--- src/pkg/sisc_pkg.sv ---
// Shared constants, register map and carrier types of the safety input
// and start control block. Assumes a 125 MHz aclk for all timing counts.

package sisc_pkg;

  // ==========================================================================
  // Sizes
  localparam int NUM_PAIRS = 6;
  localparam int NUM_OUT = 2;
  localparam int SEL_W = 3;
  localparam int CNT_W = 27;
  localparam int ADDR_W = 12;

  typedef logic [CNT_W-1:0] sisc_cnt_t;

  // ==========================================================================
  // Timing
  localparam int CLK_HZ = 125_000_000;
  localparam int SYNC_WIN_MS = 500;
  localparam int START_MIN_MS = 80;
  localparam int TEST_PULSE_US = 1000;
  localparam sisc_cnt_t SYNC_WIN_CYC = sisc_cnt_t'(SYNC_WIN_MS * (CLK_HZ / 1000));
  localparam sisc_cnt_t START_MIN_CYC = sisc_cnt_t'(START_MIN_MS * (CLK_HZ / 1000));
  localparam sisc_cnt_t TEST_PULSE_CYC = sisc_cnt_t'(TEST_PULSE_US * (CLK_HZ / 1_000_000));
  localparam logic [3:0] INIT_CYC = 4'h8;

  // ==========================================================================
  // Register map and fields
  localparam logic [ADDR_W-1:0] REG_STATUS = 12'h000;
  localparam logic [ADDR_W-1:0] REG_PAIR = 12'h004;
  localparam logic [ADDR_W-1:0] REG_FCLR = 12'h008;
  localparam int ST_STATE_LSB = 0;
  localparam int ST_OUT_BIT = 4;
  localparam int ST_SEL_LSB = 5;
  localparam int ST_MON_BIT = 8;
  localparam int ST_TEST_BIT = 9;
  localparam int ST_DYN_BIT = 10;
  localparam int ST_DONE_LSB = 16;
  localparam int PR_ACT_LSB = 0;
  localparam int PR_SYNC_LSB = 8;
  localparam int PR_ILK_LSB = 16;
  localparam logic [1:0] RESP_OKAY = 2'h0;
  localparam logic [1:0] RESP_SLVERR = 2'h2;

  // ==========================================================================
  // Types
  typedef enum logic [3:0] {
    ST_INIT = 4'h1,
    ST_TEST = 4'h2,
    ST_OFF = 4'h4,
    ST_ON = 4'h8
  } sisc_state_t;

  typedef struct packed {
    logic monitored;
    logic test;
    logic dyn;
  } sisc_cfg_t;

  typedef struct packed {
    logic active;
    logic sync_fault;
    logic ilk_fault;
  } sisc_pair_t;

  localparam sisc_cfg_t CFG_RST = 3'h0;

endpackage

--- src/hdl/sisc_pair_mon.sv ---
// Verdict for one two-channel input fed by self-testing switching outputs.
// Assumes both channels are already synchronised and filtered to aclk.

`timescale 1ns/1ps

module sisc_pair_mon #(
  parameter sisc_pkg::sisc_cnt_t SYNC_CYC = sisc_pkg::SYNC_WIN_CYC,
  parameter sisc_pkg::sisc_cnt_t TP_CYC = sisc_pkg::TEST_PULSE_CYC
) (
  // Clock and reset
  input wire logic aclk,
  input wire logic aresetn,
  // Filtered channels
  input wire logic ch_a,
  input wire logic ch_b,
  // Software clear of the cross-connection flag
  input wire logic ilk_clr,
  // Verdict
  output sisc_pkg::sisc_pair_t stat
);

  logic both_hi;
  logic both_lo;
  logic short_seen;
  logic prev_hi_q;
  logic dip_on_q;
  logic sync_q;
  logic ilk_q;
  logic act_q;
  sisc_pkg::sisc_cnt_t skew_q;
  sisc_pkg::sisc_cnt_t lo_q;

  assign both_hi = ch_a & ch_b;
  assign both_lo = ~ch_a & ~ch_b;
  // Staggered self-test pulses never dip both channels together briefly
  assign short_seen = dip_on_q & both_hi & (lo_q < TP_CYC);

  // ==========================================================================
  // Channel skew
  always_ff @(posedge aclk) begin
    if (!aresetn) begin
      skew_q <= '0;
    end else if (ch_a ^ ch_b) begin
      if (skew_q != SYNC_CYC) begin
        skew_q <= skew_q + 1'b1;
      end
    end else begin
      skew_q <= '0;
    end
  end

  always_ff @(posedge aclk) begin
    if (!aresetn) begin
      sync_q <= 1'b0;
    end else if (skew_q == SYNC_CYC) begin
      sync_q <= 1'b1;
    end else if (both_lo) begin
      sync_q <= 1'b0;
    end
  end

  // ==========================================================================
  // Low time and cross-connection
  always_ff @(posedge aclk) begin
    if (!aresetn) begin
      lo_q <= '0;
      prev_hi_q <= 1'b0;
      dip_on_q <= 1'b0;
    end else begin
      prev_hi_q <= both_hi;
      if (both_hi) begin
        lo_q <= '0;
      end else if (lo_q != TP_CYC) begin
        lo_q <= lo_q + 1'b1;
      end
      if (prev_hi_q && both_lo) begin
        dip_on_q <= 1'b1;
      end else if (!both_lo) begin
        dip_on_q <= 1'b0;
      end
    end
  end

  // Set wins over a clear in the same cycle
  always_ff @(posedge aclk) begin
    if (!aresetn) begin
      ilk_q <= 1'b0;
    end else if (short_seen) begin
      ilk_q <= 1'b1;
    end else if (ilk_clr) begin
      ilk_q <= 1'b0;
    end
  end

  // Short self-test dips do not drop the pair
  always_ff @(posedge aclk) begin
    if (!aresetn) begin
      act_q <= 1'b0;
    end else if (sync_q || ilk_q || short_seen || lo_q == TP_CYC) begin
      act_q <= 1'b0;
    end else if (both_hi) begin
      act_q <= 1'b1;
    end
  end

  assign stat = '{active: act_q, sync_fault: sync_q, ilk_fault: ilk_q};

endmodule

--- src/hdl/sisc_top.sv ---
// Evaluation of six two-channel safety inputs and the start input, driving
// the safety outputs, with an AXI4-Lite register port. Assumes one 125 MHz
// clock; sensor, start and selector pins are asynchronous to it.

`timescale 1ns/1ps

module sisc_top #(
  parameter sisc_pkg::sisc_cnt_t SYNC_CYC = sisc_pkg::SYNC_WIN_CYC,
  parameter sisc_pkg::sisc_cnt_t START_CYC = sisc_pkg::START_MIN_CYC,
  parameter sisc_pkg::sisc_cnt_t TP_CYC = sisc_pkg::TEST_PULSE_CYC
) (
  // Clock and reset
  input wire logic aclk,
  input wire logic aresetn,
  // Sensor channels, start input and start selector
  input wire logic [sisc_pkg::NUM_PAIRS-1:0] ch_a,
  input wire logic [sisc_pkg::NUM_PAIRS-1:0] ch_b,
  input wire logic start_in,
  input wire logic [sisc_pkg::SEL_W-1:0] start_sel,
  // Safety outputs and fault summary
  output logic [sisc_pkg::NUM_OUT-1:0] safe_out,
  output logic fault_out,
  // AXI4-Lite write
  input wire logic [sisc_pkg::ADDR_W-1:0] s_axi_awaddr,
  input wire logic s_axi_awvalid,
  output logic s_axi_awready,
  input wire logic [31:0] s_axi_wdata,
  input wire logic [3:0] s_axi_wstrb,
  input wire logic s_axi_wvalid,
  output logic s_axi_wready,
  output logic [1:0] s_axi_bresp,
  output logic s_axi_bvalid,
  input wire logic s_axi_bready,
  // AXI4-Lite read
  input wire logic [sisc_pkg::ADDR_W-1:0] s_axi_araddr,
  input wire logic s_axi_arvalid,
  output logic s_axi_arready,
  output logic [31:0] s_axi_rdata,
  output logic [1:0] s_axi_rresp,
  output logic s_axi_rvalid,
  input wire logic s_axi_rready
);

  localparam int NP = sisc_pkg::NUM_PAIRS;
  localparam int IN_W = 2 * NP + 1 + sisc_pkg::SEL_W;
  localparam int START_BIT = 2 * NP;
  localparam int SEL_LSB = 2 * NP + 1;

  // Selector positions 1..8 arrive as codes 0..7
  function automatic sisc_pkg::sisc_cfg_t sel_decode(input logic [sisc_pkg::SEL_W-1:0] s);
    sisc_pkg::sisc_cfg_t c;
    c.monitored = s[1];
    c.test = s[0];
    c.dyn = ~s[2];
    return c;
  endfunction

  function automatic logic reg_mapped(input logic [sisc_pkg::ADDR_W-1:0] a);
    logic [sisc_pkg::ADDR_W-1:0] w;
    w = {a[sisc_pkg::ADDR_W-1:2], 2'h0};
    return w == sisc_pkg::REG_STATUS || w == sisc_pkg::REG_PAIR || w == sisc_pkg::REG_FCLR;
  endfunction

  // ==========================================================================
  // Pin synchronisers
  logic [IN_W-1:0] s1_q;
  logic [IN_W-1:0] s2_q;
  logic [IN_W-1:0] s3_q;
  logic [IN_W-1:0] filt_q;

  always_ff @(posedge aclk) begin
    if (!aresetn) begin
      s1_q <= '0;
      s2_q <= '0;
      s3_q <= '0;
      filt_q <= '0;
    end else begin
      s1_q <= {start_sel, start_in, ch_b, ch_a};
      s2_q <= s1_q;
      s3_q <= s2_q;
      // Take a level only once the last two stages agree
      filt_q <= (s2_q & s3_q) | (filt_q & (s2_q | s3_q));
    end
  end

  // ==========================================================================
  // Pair monitors
  sisc_pkg::sisc_pair_t pair [NP];
  logic [NP-1:0] pair_act;
  logic [NP-1:0] pair_sync;
  logic [NP-1:0] pair_ilk;
  logic [NP-1:0] ilk_clr;

  genvar gi;
  generate
    for (gi = 0; gi < NP; gi++) begin : g_pair
      sisc_pair_mon #(
        .SYNC_CYC(SYNC_CYC),
        .TP_CYC(TP_CYC)
      ) u_mon (
        .aclk(aclk),
        .aresetn(aresetn),
        .ch_a(filt_q[gi]),
        .ch_b(filt_q[NP+gi]),
        .ilk_clr(ilk_clr[gi]),
        .stat(pair[gi])
      );
      assign pair_act[gi] = pair[gi].active;
      assign pair_sync[gi] = pair[gi].sync_fault;
      assign pair_ilk[gi] = pair[gi].ilk_fault;
    end
  endgenerate

  // ==========================================================================
  // Start input tracking
  logic start_lvl;
  logic st_prev_q;
  logic st_rise;
  logic st_fall;
  logic armed_q;
  logic pulse_long;
  sisc_pkg::sisc_cnt_t pulse_q;

  assign start_lvl = filt_q[START_BIT];
  assign st_rise = start_lvl & ~st_prev_q;
  assign st_fall = ~start_lvl & st_prev_q;
  assign pulse_long = pulse_q >= START_CYC;

  always_ff @(posedge aclk) begin
    if (!aresetn) begin
      st_prev_q <= 1'b0;
      pulse_q <= '0;
    end else begin
      st_prev_q <= start_lvl;
      if (!start_lvl) begin
        pulse_q <= '0;
      end else if (pulse_q != START_CYC) begin
        pulse_q <= pulse_q + 1'b1;
      end
    end
  end

  // ==========================================================================
  // Start state machine
  sisc_pkg::sisc_state_t state_q;
  sisc_pkg::sisc_state_t state_d;
  sisc_pkg::sisc_cfg_t cfg_q;
  logic [sisc_pkg::SEL_W-1:0] sel_q;
  logic [3:0] init_q;
  logic [NP-1:0] done_q;
  logic all_act;
  logic init_end;
  logic go_on;

  assign all_act = &pair_act;
  assign init_end = init_q == sisc_pkg::INIT_CYC;

  always_comb begin
    if (cfg_q.monitored) begin
      // Falling edge of a long enough pulse with inputs already good
      go_on = st_fall & pulse_long & all_act;
    end else begin
      go_on = all_act & start_lvl & (~cfg_q.dyn | armed_q | st_rise);
    end
  end

  always_comb begin
    state_d = state_q;
    case (state_q)
      sisc_pkg::ST_INIT: begin
        if (init_end) begin
          state_d = sel_decode(filt_q[SEL_LSB +: sisc_pkg::SEL_W]).test ?
                    sisc_pkg::ST_TEST : sisc_pkg::ST_OFF;
        end
      end
      sisc_pkg::ST_TEST: begin
        if (&(done_q | ~pair_act)) begin
          state_d = sisc_pkg::ST_OFF;
        end
      end
      sisc_pkg::ST_OFF: begin
        if (go_on) begin
          state_d = sisc_pkg::ST_ON;
        end
      end
      sisc_pkg::ST_ON: begin
        if (!all_act) begin
          state_d = sisc_pkg::ST_OFF;
        end
      end
      default: begin
        state_d = sisc_pkg::ST_INIT;
      end
    endcase
  end

  always_ff @(posedge aclk) begin
    if (!aresetn) begin
      state_q <= sisc_pkg::ST_INIT;
    end else begin
      state_q <= state_d;
    end
  end

  // Selector is sampled once, after the synchronisers have settled
  always_ff @(posedge aclk) begin
    if (!aresetn) begin
      init_q <= 4'h0;
      cfg_q <= sisc_pkg::CFG_RST;
      sel_q <= '0;
    end else if (state_q == sisc_pkg::ST_INIT && !init_end) begin
      init_q <= init_q + 4'h1;
    end else if (state_q == sisc_pkg::ST_INIT) begin
      sel_q <= filt_q[SEL_LSB +: sisc_pkg::SEL_W];
      cfg_q <= sel_decode(filt_q[SEL_LSB +: sisc_pkg::SEL_W]);
    end
  end

  // Inputs inactive at power-up count as already tested
  always_ff @(posedge aclk) begin
    if (!aresetn) begin
      done_q <= '0;
    end else if (state_q == sisc_pkg::ST_INIT) begin
      done_q <= ~pair_act;
    end else if (state_q == sisc_pkg::ST_TEST) begin
      done_q <= done_q | ~pair_act;
    end
  end

  // A start press counts only while waiting in the off state
  always_ff @(posedge aclk) begin
    if (!aresetn) begin
      armed_q <= 1'b0;
    end else if (state_q != sisc_pkg::ST_OFF) begin
      armed_q <= 1'b0;
    end else if (st_rise) begin
      armed_q <= 1'b1;
    end
  end

  always_ff @(posedge aclk) begin
    if (!aresetn) begin
      safe_out <= '0;
      fault_out <= 1'b0;
    end else begin
      safe_out <= {sisc_pkg::NUM_OUT{state_d == sisc_pkg::ST_ON}};
      fault_out <= |pair_sync | |pair_ilk;
    end
  end

  // ==========================================================================
  // AXI4-Lite write
  logic [sisc_pkg::ADDR_W-1:0] awaddr_q;
  logic [31:0] wdata_q;
  logic wstrb0_q;
  logic wr_fire;

  assign wr_fire = ~s_axi_awready & ~s_axi_wready & ~s_axi_bvalid;
  assign ilk_clr = (wr_fire && wstrb0_q && {awaddr_q[11:2], 2'h0} == sisc_pkg::REG_FCLR) ?
                   wdata_q[NP-1:0] : '0;

  always_ff @(posedge aclk) begin
    if (!aresetn) begin
      s_axi_awready <= 1'b1;
      awaddr_q <= '0;
    end else if (s_axi_awvalid && s_axi_awready) begin
      s_axi_awready <= 1'b0;
      awaddr_q <= s_axi_awaddr;
    end else if (s_axi_bvalid && s_axi_bready) begin
      s_axi_awready <= 1'b1;
    end
  end

  always_ff @(posedge aclk) begin
    if (!aresetn) begin
      s_axi_wready <= 1'b1;
      wdata_q <= '0;
      wstrb0_q <= 1'b0;
    end else if (s_axi_wvalid && s_axi_wready) begin
      s_axi_wready <= 1'b0;
      wdata_q <= s_axi_wdata;
      wstrb0_q <= s_axi_wstrb[0];
    end else if (s_axi_bvalid && s_axi_bready) begin
      s_axi_wready <= 1'b1;
    end
  end

  always_ff @(posedge aclk) begin
    if (!aresetn) begin
      s_axi_bvalid <= 1'b0;
      s_axi_bresp <= sisc_pkg::RESP_OKAY;
    end else if (wr_fire) begin
      s_axi_bvalid <= 1'b1;
      s_axi_bresp <= reg_mapped(awaddr_q) ? sisc_pkg::RESP_OKAY : sisc_pkg::RESP_SLVERR;
    end else if (s_axi_bready) begin
      s_axi_bvalid <= 1'b0;
    end
  end

  // ==========================================================================
  // AXI4-Lite read
  logic [31:0] st_word;
  logic [31:0] pr_word;
  logic [31:0] rd_word;
  logic [sisc_pkg::ADDR_W-1:0] rd_addr;

  always_comb begin
    st_word = '0;
    st_word[sisc_pkg::ST_STATE_LSB +: 4] = state_q;
    st_word[sisc_pkg::ST_OUT_BIT] = safe_out[0];
    st_word[sisc_pkg::ST_SEL_LSB +: sisc_pkg::SEL_W] = sel_q;
    st_word[sisc_pkg::ST_MON_BIT] = cfg_q.monitored;
    st_word[sisc_pkg::ST_TEST_BIT] = cfg_q.test;
    st_word[sisc_pkg::ST_DYN_BIT] = cfg_q.dyn;
    st_word[sisc_pkg::ST_DONE_LSB +: NP] = done_q;
    pr_word = '0;
    pr_word[sisc_pkg::PR_ACT_LSB +: NP] = pair_act;
    pr_word[sisc_pkg::PR_SYNC_LSB +: NP] = pair_sync;
    pr_word[sisc_pkg::PR_ILK_LSB +: NP] = pair_ilk;
    rd_addr = {s_axi_araddr[11:2], 2'h0};
    if (rd_addr == sisc_pkg::REG_STATUS) begin
      rd_word = st_word;
    end else if (rd_addr == sisc_pkg::REG_PAIR) begin
      rd_word = pr_word;
    end else begin
      rd_word = '0;
    end
  end

  always_ff @(posedge aclk) begin
    if (!aresetn) begin
      s_axi_arready <= 1'b1;
      s_axi_rvalid <= 1'b0;
      s_axi_rdata <= '0;
      s_axi_rresp <= sisc_pkg::RESP_OKAY;
    end else if (s_axi_arvalid && s_axi_arready) begin
      s_axi_arready <= 1'b0;
      s_axi_rvalid <= 1'b1;
      s_axi_rdata <= rd_word;
      s_axi_rresp <= reg_mapped(s_axi_araddr) ? sisc_pkg::RESP_OKAY : sisc_pkg::RESP_SLVERR;
    end else if (s_axi_rvalid && s_axi_rready) begin
      s_axi_rvalid <= 1'b0;
      s_axi_arready <= 1'b1;
    end
  end

endmodule

--- config.mk ---
export PLATFORM = sky130hd
export DESIGN_NAME = sisc_top
export DESIGN_NICKNAME = d
export VERILOG_FILES = /design/src/pkg/sisc_pkg.sv /design/src/hdl/sisc_pair_mon.sv /design/src/hdl/sisc_top.sv
export SDC_FILE = /design/constraint.sdc
export NUM_CORES = 1
export LEC_CHECK = 0
export BUFFER_PORTS_ARGS = -buffer_cell sky130_fd_sc_hd__buf_2
export CAP_MARGIN = 20
export CORE_ASPECT_RATIO = 1.2
export CORE_MARGIN = 2
export CORE_UTILIZATION = 55
export CTS_BUF_LIST = sky130_fd_sc_hd__clkbuf_2
export DETAILED_ROUTE_END_ITERATION = 6
export PLACE_DENSITY = 0.7
export SYNTH_ARGS = -nofsm -noshare
export SYNTH_HDL_FRONTEND = slang
export SYNTH_SLANG_ARGS = --single-unit
--- constraint.sdc ---
create_clock -name aclk -period 4.8 [get_ports aclk]
set_input_delay 0.24 -clock aclk [delete_from_list [all_inputs] [get_ports aclk]]
set_output_delay 0.24 -clock aclk [all_outputs]
set_load 0.05 [all_outputs]
# Yosys cells after proc, flatten, opt, wreduce, memory -nomap -nowiden

Index checks and enable logic that the tools add are counted.

Bits in registers: 529
Bits in latches: 0
Bits in writable memories: 0
Memory bits (read-only): 0
Output and inout port bits: 44
Logic and storage cells: 340
Memories kept: 0

Add/subtract/negate cells: 14
Multipliers: 0
Divide/modulo/power cells: 0
Magnitude comparators: 7
Eq/ne operators: 42
Shift-type cells: 0
Muxes and demuxes: 59
Bitwise operators: 68
Reductions and logical operators: 81

Operators by type and width:

| cell                                                                                   | count |
|---|---|
| 27-bit by 1-bit adder with 27-bit output (second input constant)                       | 13 |
| 27-bit by 17-bit == test with 1-bit output (second input constant)                     | 6 |
| 27-bit by 26-bit == test with 1-bit output (second input constant)                     | 6 |
| 27-bit by 17-bit < comparator with 1-bit output (second input constant)                | 6 |
| 27-bit by 17-bit inequality test with 1-bit output (second input constant)             | 6 |
| 27-bit by 26-bit inequality test with 1-bit output (second input constant)             | 6 |
| 1-bit two-way mux                                                                      | 46 |
| 22-bit two-way mux                                                                     | 2 |
| 2-bit nonzero test                                                                     | 17 |
| 1-bit bitwise AND                                                                      | 32 |
| 16-bit bitwise AND                                                                     | 2 |
| 16-bit OR                                                                              | 2 |
| 27-bit by 24-bit greater-or-equal comparator with 1-bit output (second input constant) | 1 |
| 27-bit by 24-bit inequality test with 1-bit output (second input constant)             | 1 |
| 2-bit OR reduction                                                                     | 13 |
| 1-bit logical OR                                                                       | 22 |
| 1-bit NOT                                                                              | 21 |
| 10-bit by 1-bit == test with 1-bit output (second input constant)                      | 2 |
| 10-bit by 2-bit == test with 1-bit output (second input constant)                      | 2 |
| 10-bit logical NOT                                                                     | 2 |
| 6-bit two-way mux                                                                      | 3 |
| 4-bit two-way mux                                                                      | 4 |
| 4-bit one-hot mux with 4 select lines                                                  | 1 |
| 2-bit AND reduction                                                                    | 8 |
| other kinds (17)                                                                       | 47 |

# Depth between registers and ports, before layout

Word-level depth: 8
Depth in mapped cells: 8
Gate-level depth less buffers: 7

# Cells and area by module

From an unflattened synthesis, not the netlist that was laid out.

Cell total of the unflattened synthesis: 2,652
Area total of the unflattened synthesis: 23,144.7 µm²

By module, submodules not included:

| module        | times used | cells an instance | area an instance (µm²) |
|---|---|---|---|
| sisc_pair_mon | 6          | 327               | 2,845.2 |
| sisc_top      | 1          | 690               | 6,073.3 |

# Worst setup path before layout

Ideal clock, no wire load.

Kind: reg2reg
Start point: register state_q[3]
End point: register state_q[2]
Arrival: 1.867 ns
Data required time: 4.724 ns
Setup slack: 2.857 ns
Cell stages (with the launch flop): 9
Buffers on the path: 3
Period minus slack after synthesis: 1.943 ns
Cell sequence: dfxtp_1 -> buf_2 -> or4b_1 -> clkbuf_1 -> or3_1 -> clkbuf_1 -> o22ai_1 -> a21oi_1 -> o22ai_1

Longest elaborated chain between the ends: 2
Elaborated cells on any way between the ends: 5

RTL lines:

| item                                        | RTL line        | text |
|---|---|---|
| start: declaration                          | sisc_top.sv:145 | `sisc_pkg::sisc_state_t state_q;` |
| start signal: assignment                    | sisc_top.sv:199 | `state_q <= sisc_pkg::ST_INIT;` |
| start signal: assignment                    | sisc_top.sv:201 | `state_q <= state_d;` |
| 4-bit == test, or another cell as far along | sisc_top.sv:169 | `case (state_q)` |
| 4-bit one-hot mux with 4 select lines *     | sisc_top.sv:169 |  |

Every way passes the cells marked *; elsewhere a longest branch is shown, timed or not.
A chain may end at the register's enable or synchronous reset.

# Worst setup path after layout

Start point: input s_axi_araddr[4] (netlist name)
End point: register s_axi_rdata[11]

Longest elaborated chain between the ends: 3
Elaborated cells on any way between the ends: 4

RTL lines:

| item                                      | RTL line        | text |
|---|---|---|
| start: declaration                        | sisc_top.sv:35  | `input wire logic [sisc_pkg::ADDR_W-1:0] s_axi_araddr,` |
| 10-bit by 1-bit == test with 1-bit output | sisc_top.sv:323 | `end else if (rd_addr == sisc_pkg::REG_PAIR) begin` |
| 22-bit two-way mux                        | sisc_top.sv:323 |  |
| 22-bit two-way mux *                      | sisc_top.sv:321 | `if (rd_addr == sisc_pkg::REG_STATUS) begin` |
| end signal: assignment                    | sisc_top.sv:339 | `s_axi_rdata <= rd_word;` |
| end: declaration                          | sisc_top.sv:38  | `output logic [31:0] s_axi_rdata,` |

Marks and branches as above.

==> metrics.txt <==
die span in x 188 um; Netlist Area Pre-Place 22500 um2; dominant synthesized flop cell dfxtp_1; Reg clk slew, reported paths 0.11 ns; Leak 8.87 nW; CTS Buf Count 121; Synth Register Bits 511; vias in the first global route 18600; clock skew 0.0754 ns; cell accounting for the most synthesized area dfxtp_1; worst hold path class in2reg; grt total ovfl 0; overall routing resource usage 23.1%; post-DR vias/cell 5.43; I/O Buffers 79; Util after Layout 62.9%; wirelength, routed 49100 um; WS Path Type in2reg; FP Rows 81; Die Area 42500 um2; drt wl/cell 14.0 um; Rel. slew slack 24.3%; status finished, final reports clean; endpoints failing setup 0; ranking of synthesized cells by area dfxtp_1 (46%), xnor2_1 (6.0%), nor2_1 (5.8%), xor2_1 (4.3%), nand2_1 (3.6%); top cells by count, synth dfxtp_1 (511), nor2_1 (350), nand2_1 (214); final worst setup slack 1.83 ns; clock root cell clkbuf_2; setup bufs post-CTS 0; worst slack, placed 2.18 ns; Initial Util 55.4%; H-tree levels 3; layout cells sized above 1 10.3%; top-count cell post-synth dfxtp_1; Final ANT Viol Nets 0; total of max-cap violations 0; first-pass GRT wire length 83400 um; Critical Path Source Type primary input; largest net degree at the start of global routing 75; RSZ-0062 raised after global routing false; worst path required time 5.85 ns; placed cell areas 23200 um2; Core ar. 40500 um2; Slew @ Worst Pin 1.13 ns; Max FO, Critical Path 20; Post-CTS Resized 0; number of flops mapped to enable cells by yosys 0; Final period util 62.0%; maximum buffer depth of the clock tree 3; PwrDens 293 nW/um2; hold_buf cts 122; P&R area growth vs syn 13.5%; I/O pin count 127; setup TNS 0 ns; Tot Pwr 7.47 mW; Pre-antenna DRT Iters 5; FILL cells 3551; crit path DAT 4.03 ns; Final HPWL DP 32400 um; initial antenna violation count 1; cell area after layout 25500 um2; Nets 2991; Post-synth ARST share 0%; Netlist cell types 61; Die Span Y 225 um; sequential share of the synthesized area 45.5%; top cell type's share of synthesized area 45.5%; syn_area_per_cell 8.54 um2; Slew Viols, Final 0; Clock Latency Late Sink 1.11 ns; Final GP Congestion 0.838; via count 19000; drt drc 0; min Tclk post-route 2.97 ns; Critical Path Sink Type flop; # clock sinks 511; 1st-iter DRT viols 822; CTS tree yes; Max Fclk 0.336 GHz; Post-Synthesis Cells 2631; maximum VDD drop 176 uV; synth warn 0; Final Hold Viols 0
## flip-flops by register name, indices dropped and copies added (netlist names), 10 cells and up
name,flops
g_pair.u_mon.lo_q,162
g_pair.u_mon.skew_q,162
pulse_q,27
s_axi_rdata,20
filt_q,16
s1_q,16
s2_q,16
s3_q,16
awaddr_q,10
## logic make-up after synthesis
| group | share of synthesized area [%] |
|---|---|
| buf+inv | 3.84 |
| simple gates | 29.2 |
| mux | 1.27 |
| flops | 45.5 |
| other cells | 0.0167 |
| compound gates | 7.60 |
| fa+ha+maj | 2.23 |
| xor+xnor | 10.3 |
## path summary, 6_finish.rpt
check	startpoint	to	slack, ns	depth (start not counted)
setup / recovery	s_axi_araddr[4]	s_axi_rdata[11]	1.83	12
hold / removal	s_axi_wvalid	wdata_q[2]	0.19	5
setup reg to reg	s_axi_arready	s_axi_rresp[1]	2.19	5
hold reg to reg	g_pair[2].u_mon.prev_hi_q	g_pair[2].u_mon.dip_on_q	0.41	2
## routing by layer
| layer | vias to the layer above | routed length (um) | part of all wire (%) | global-route usage (%) |
|---|---|---|---|---|
| li1 | 9609 | - | - | - |
| met1 | 8940 | 22000 | 45 | 27.8 |
| met2 | 374 | 24000 | 49 | 40.6 |
| met3 | 76 | 1930 | 3.9 | 4.10 |
| met4 | 0 | 1180 | 2.4 | 9.73 |
| met5 | - | 0 | 0 | 0 |
## layout make-up
cell class / instances / area (um2) / area share (%)
antenna: 2 / 5.00 / 0.0196
clock buffer: 162 / 811 / 3.18
clock inverter: 50 / 297 / 1.16
inverter: 107 / 403 / 1.58
multi-input combinational: 1920 / 11400 / 44.8
sequential: 511 / 10200 / 40.1
tap: 539 / 674 / 2.64
timing repair buffer: 207 / 1670 / 6.53
## stage by stage
stage	instances	hold slack, ns
after global routing	3498	0.171
final	3498	0.187
after global placement	3160	0.421
after floorplan	2644	0.367
after detailed placement	3161	0.419
after CTS	3495	0.0666
## power by group
part           internal [mW]  total [mW]  switching, mW  leakage [nW]
Combinational          0.136       0.310          0.174          3.92
Clock                   1.14        2.83           1.70         0.817
Sequential              4.29        4.33         0.0414          4.13
Total                   5.56        7.47           1.91          8.87
## cells in the final DEF (no fill, tap or decap), types with 37 or more instances in the layout
cell / n
a21oi_1: 149
and2_1: 70
and3_1: 37
buf_2: 80
clkbuf_2: 162
clkinv_1: 40
dfxtp_1: 511
dlygate4sd3_1: 122
ha_1: 40
inv_1: 106
nand2_1: 214
nand3_1: 144
nand4_1: 87
nor2_1: 350
nor3_1: 86
nor4_1: 89
o21ai_0: 93
or3_1: 57
xnor2_1: 154
xor2_1: 111
## worst max-delay path: stages
cell and delay [ns]:
dlygate4sd3_1 0.54, buf_2 0.12, nor4_1 0.13, dlygate4sd3_1 0.58, nand2_1 0.06, dlygate4sd3_1 0.56, nor2_1 0.09, buf_4 0.26
nand4_1 0.13, dlygate4sd3_1 0.61, a21oi_1 0.13, dlygate4sd3_1 0.58
Note: power is estimated with default switching activity, not from simulation.
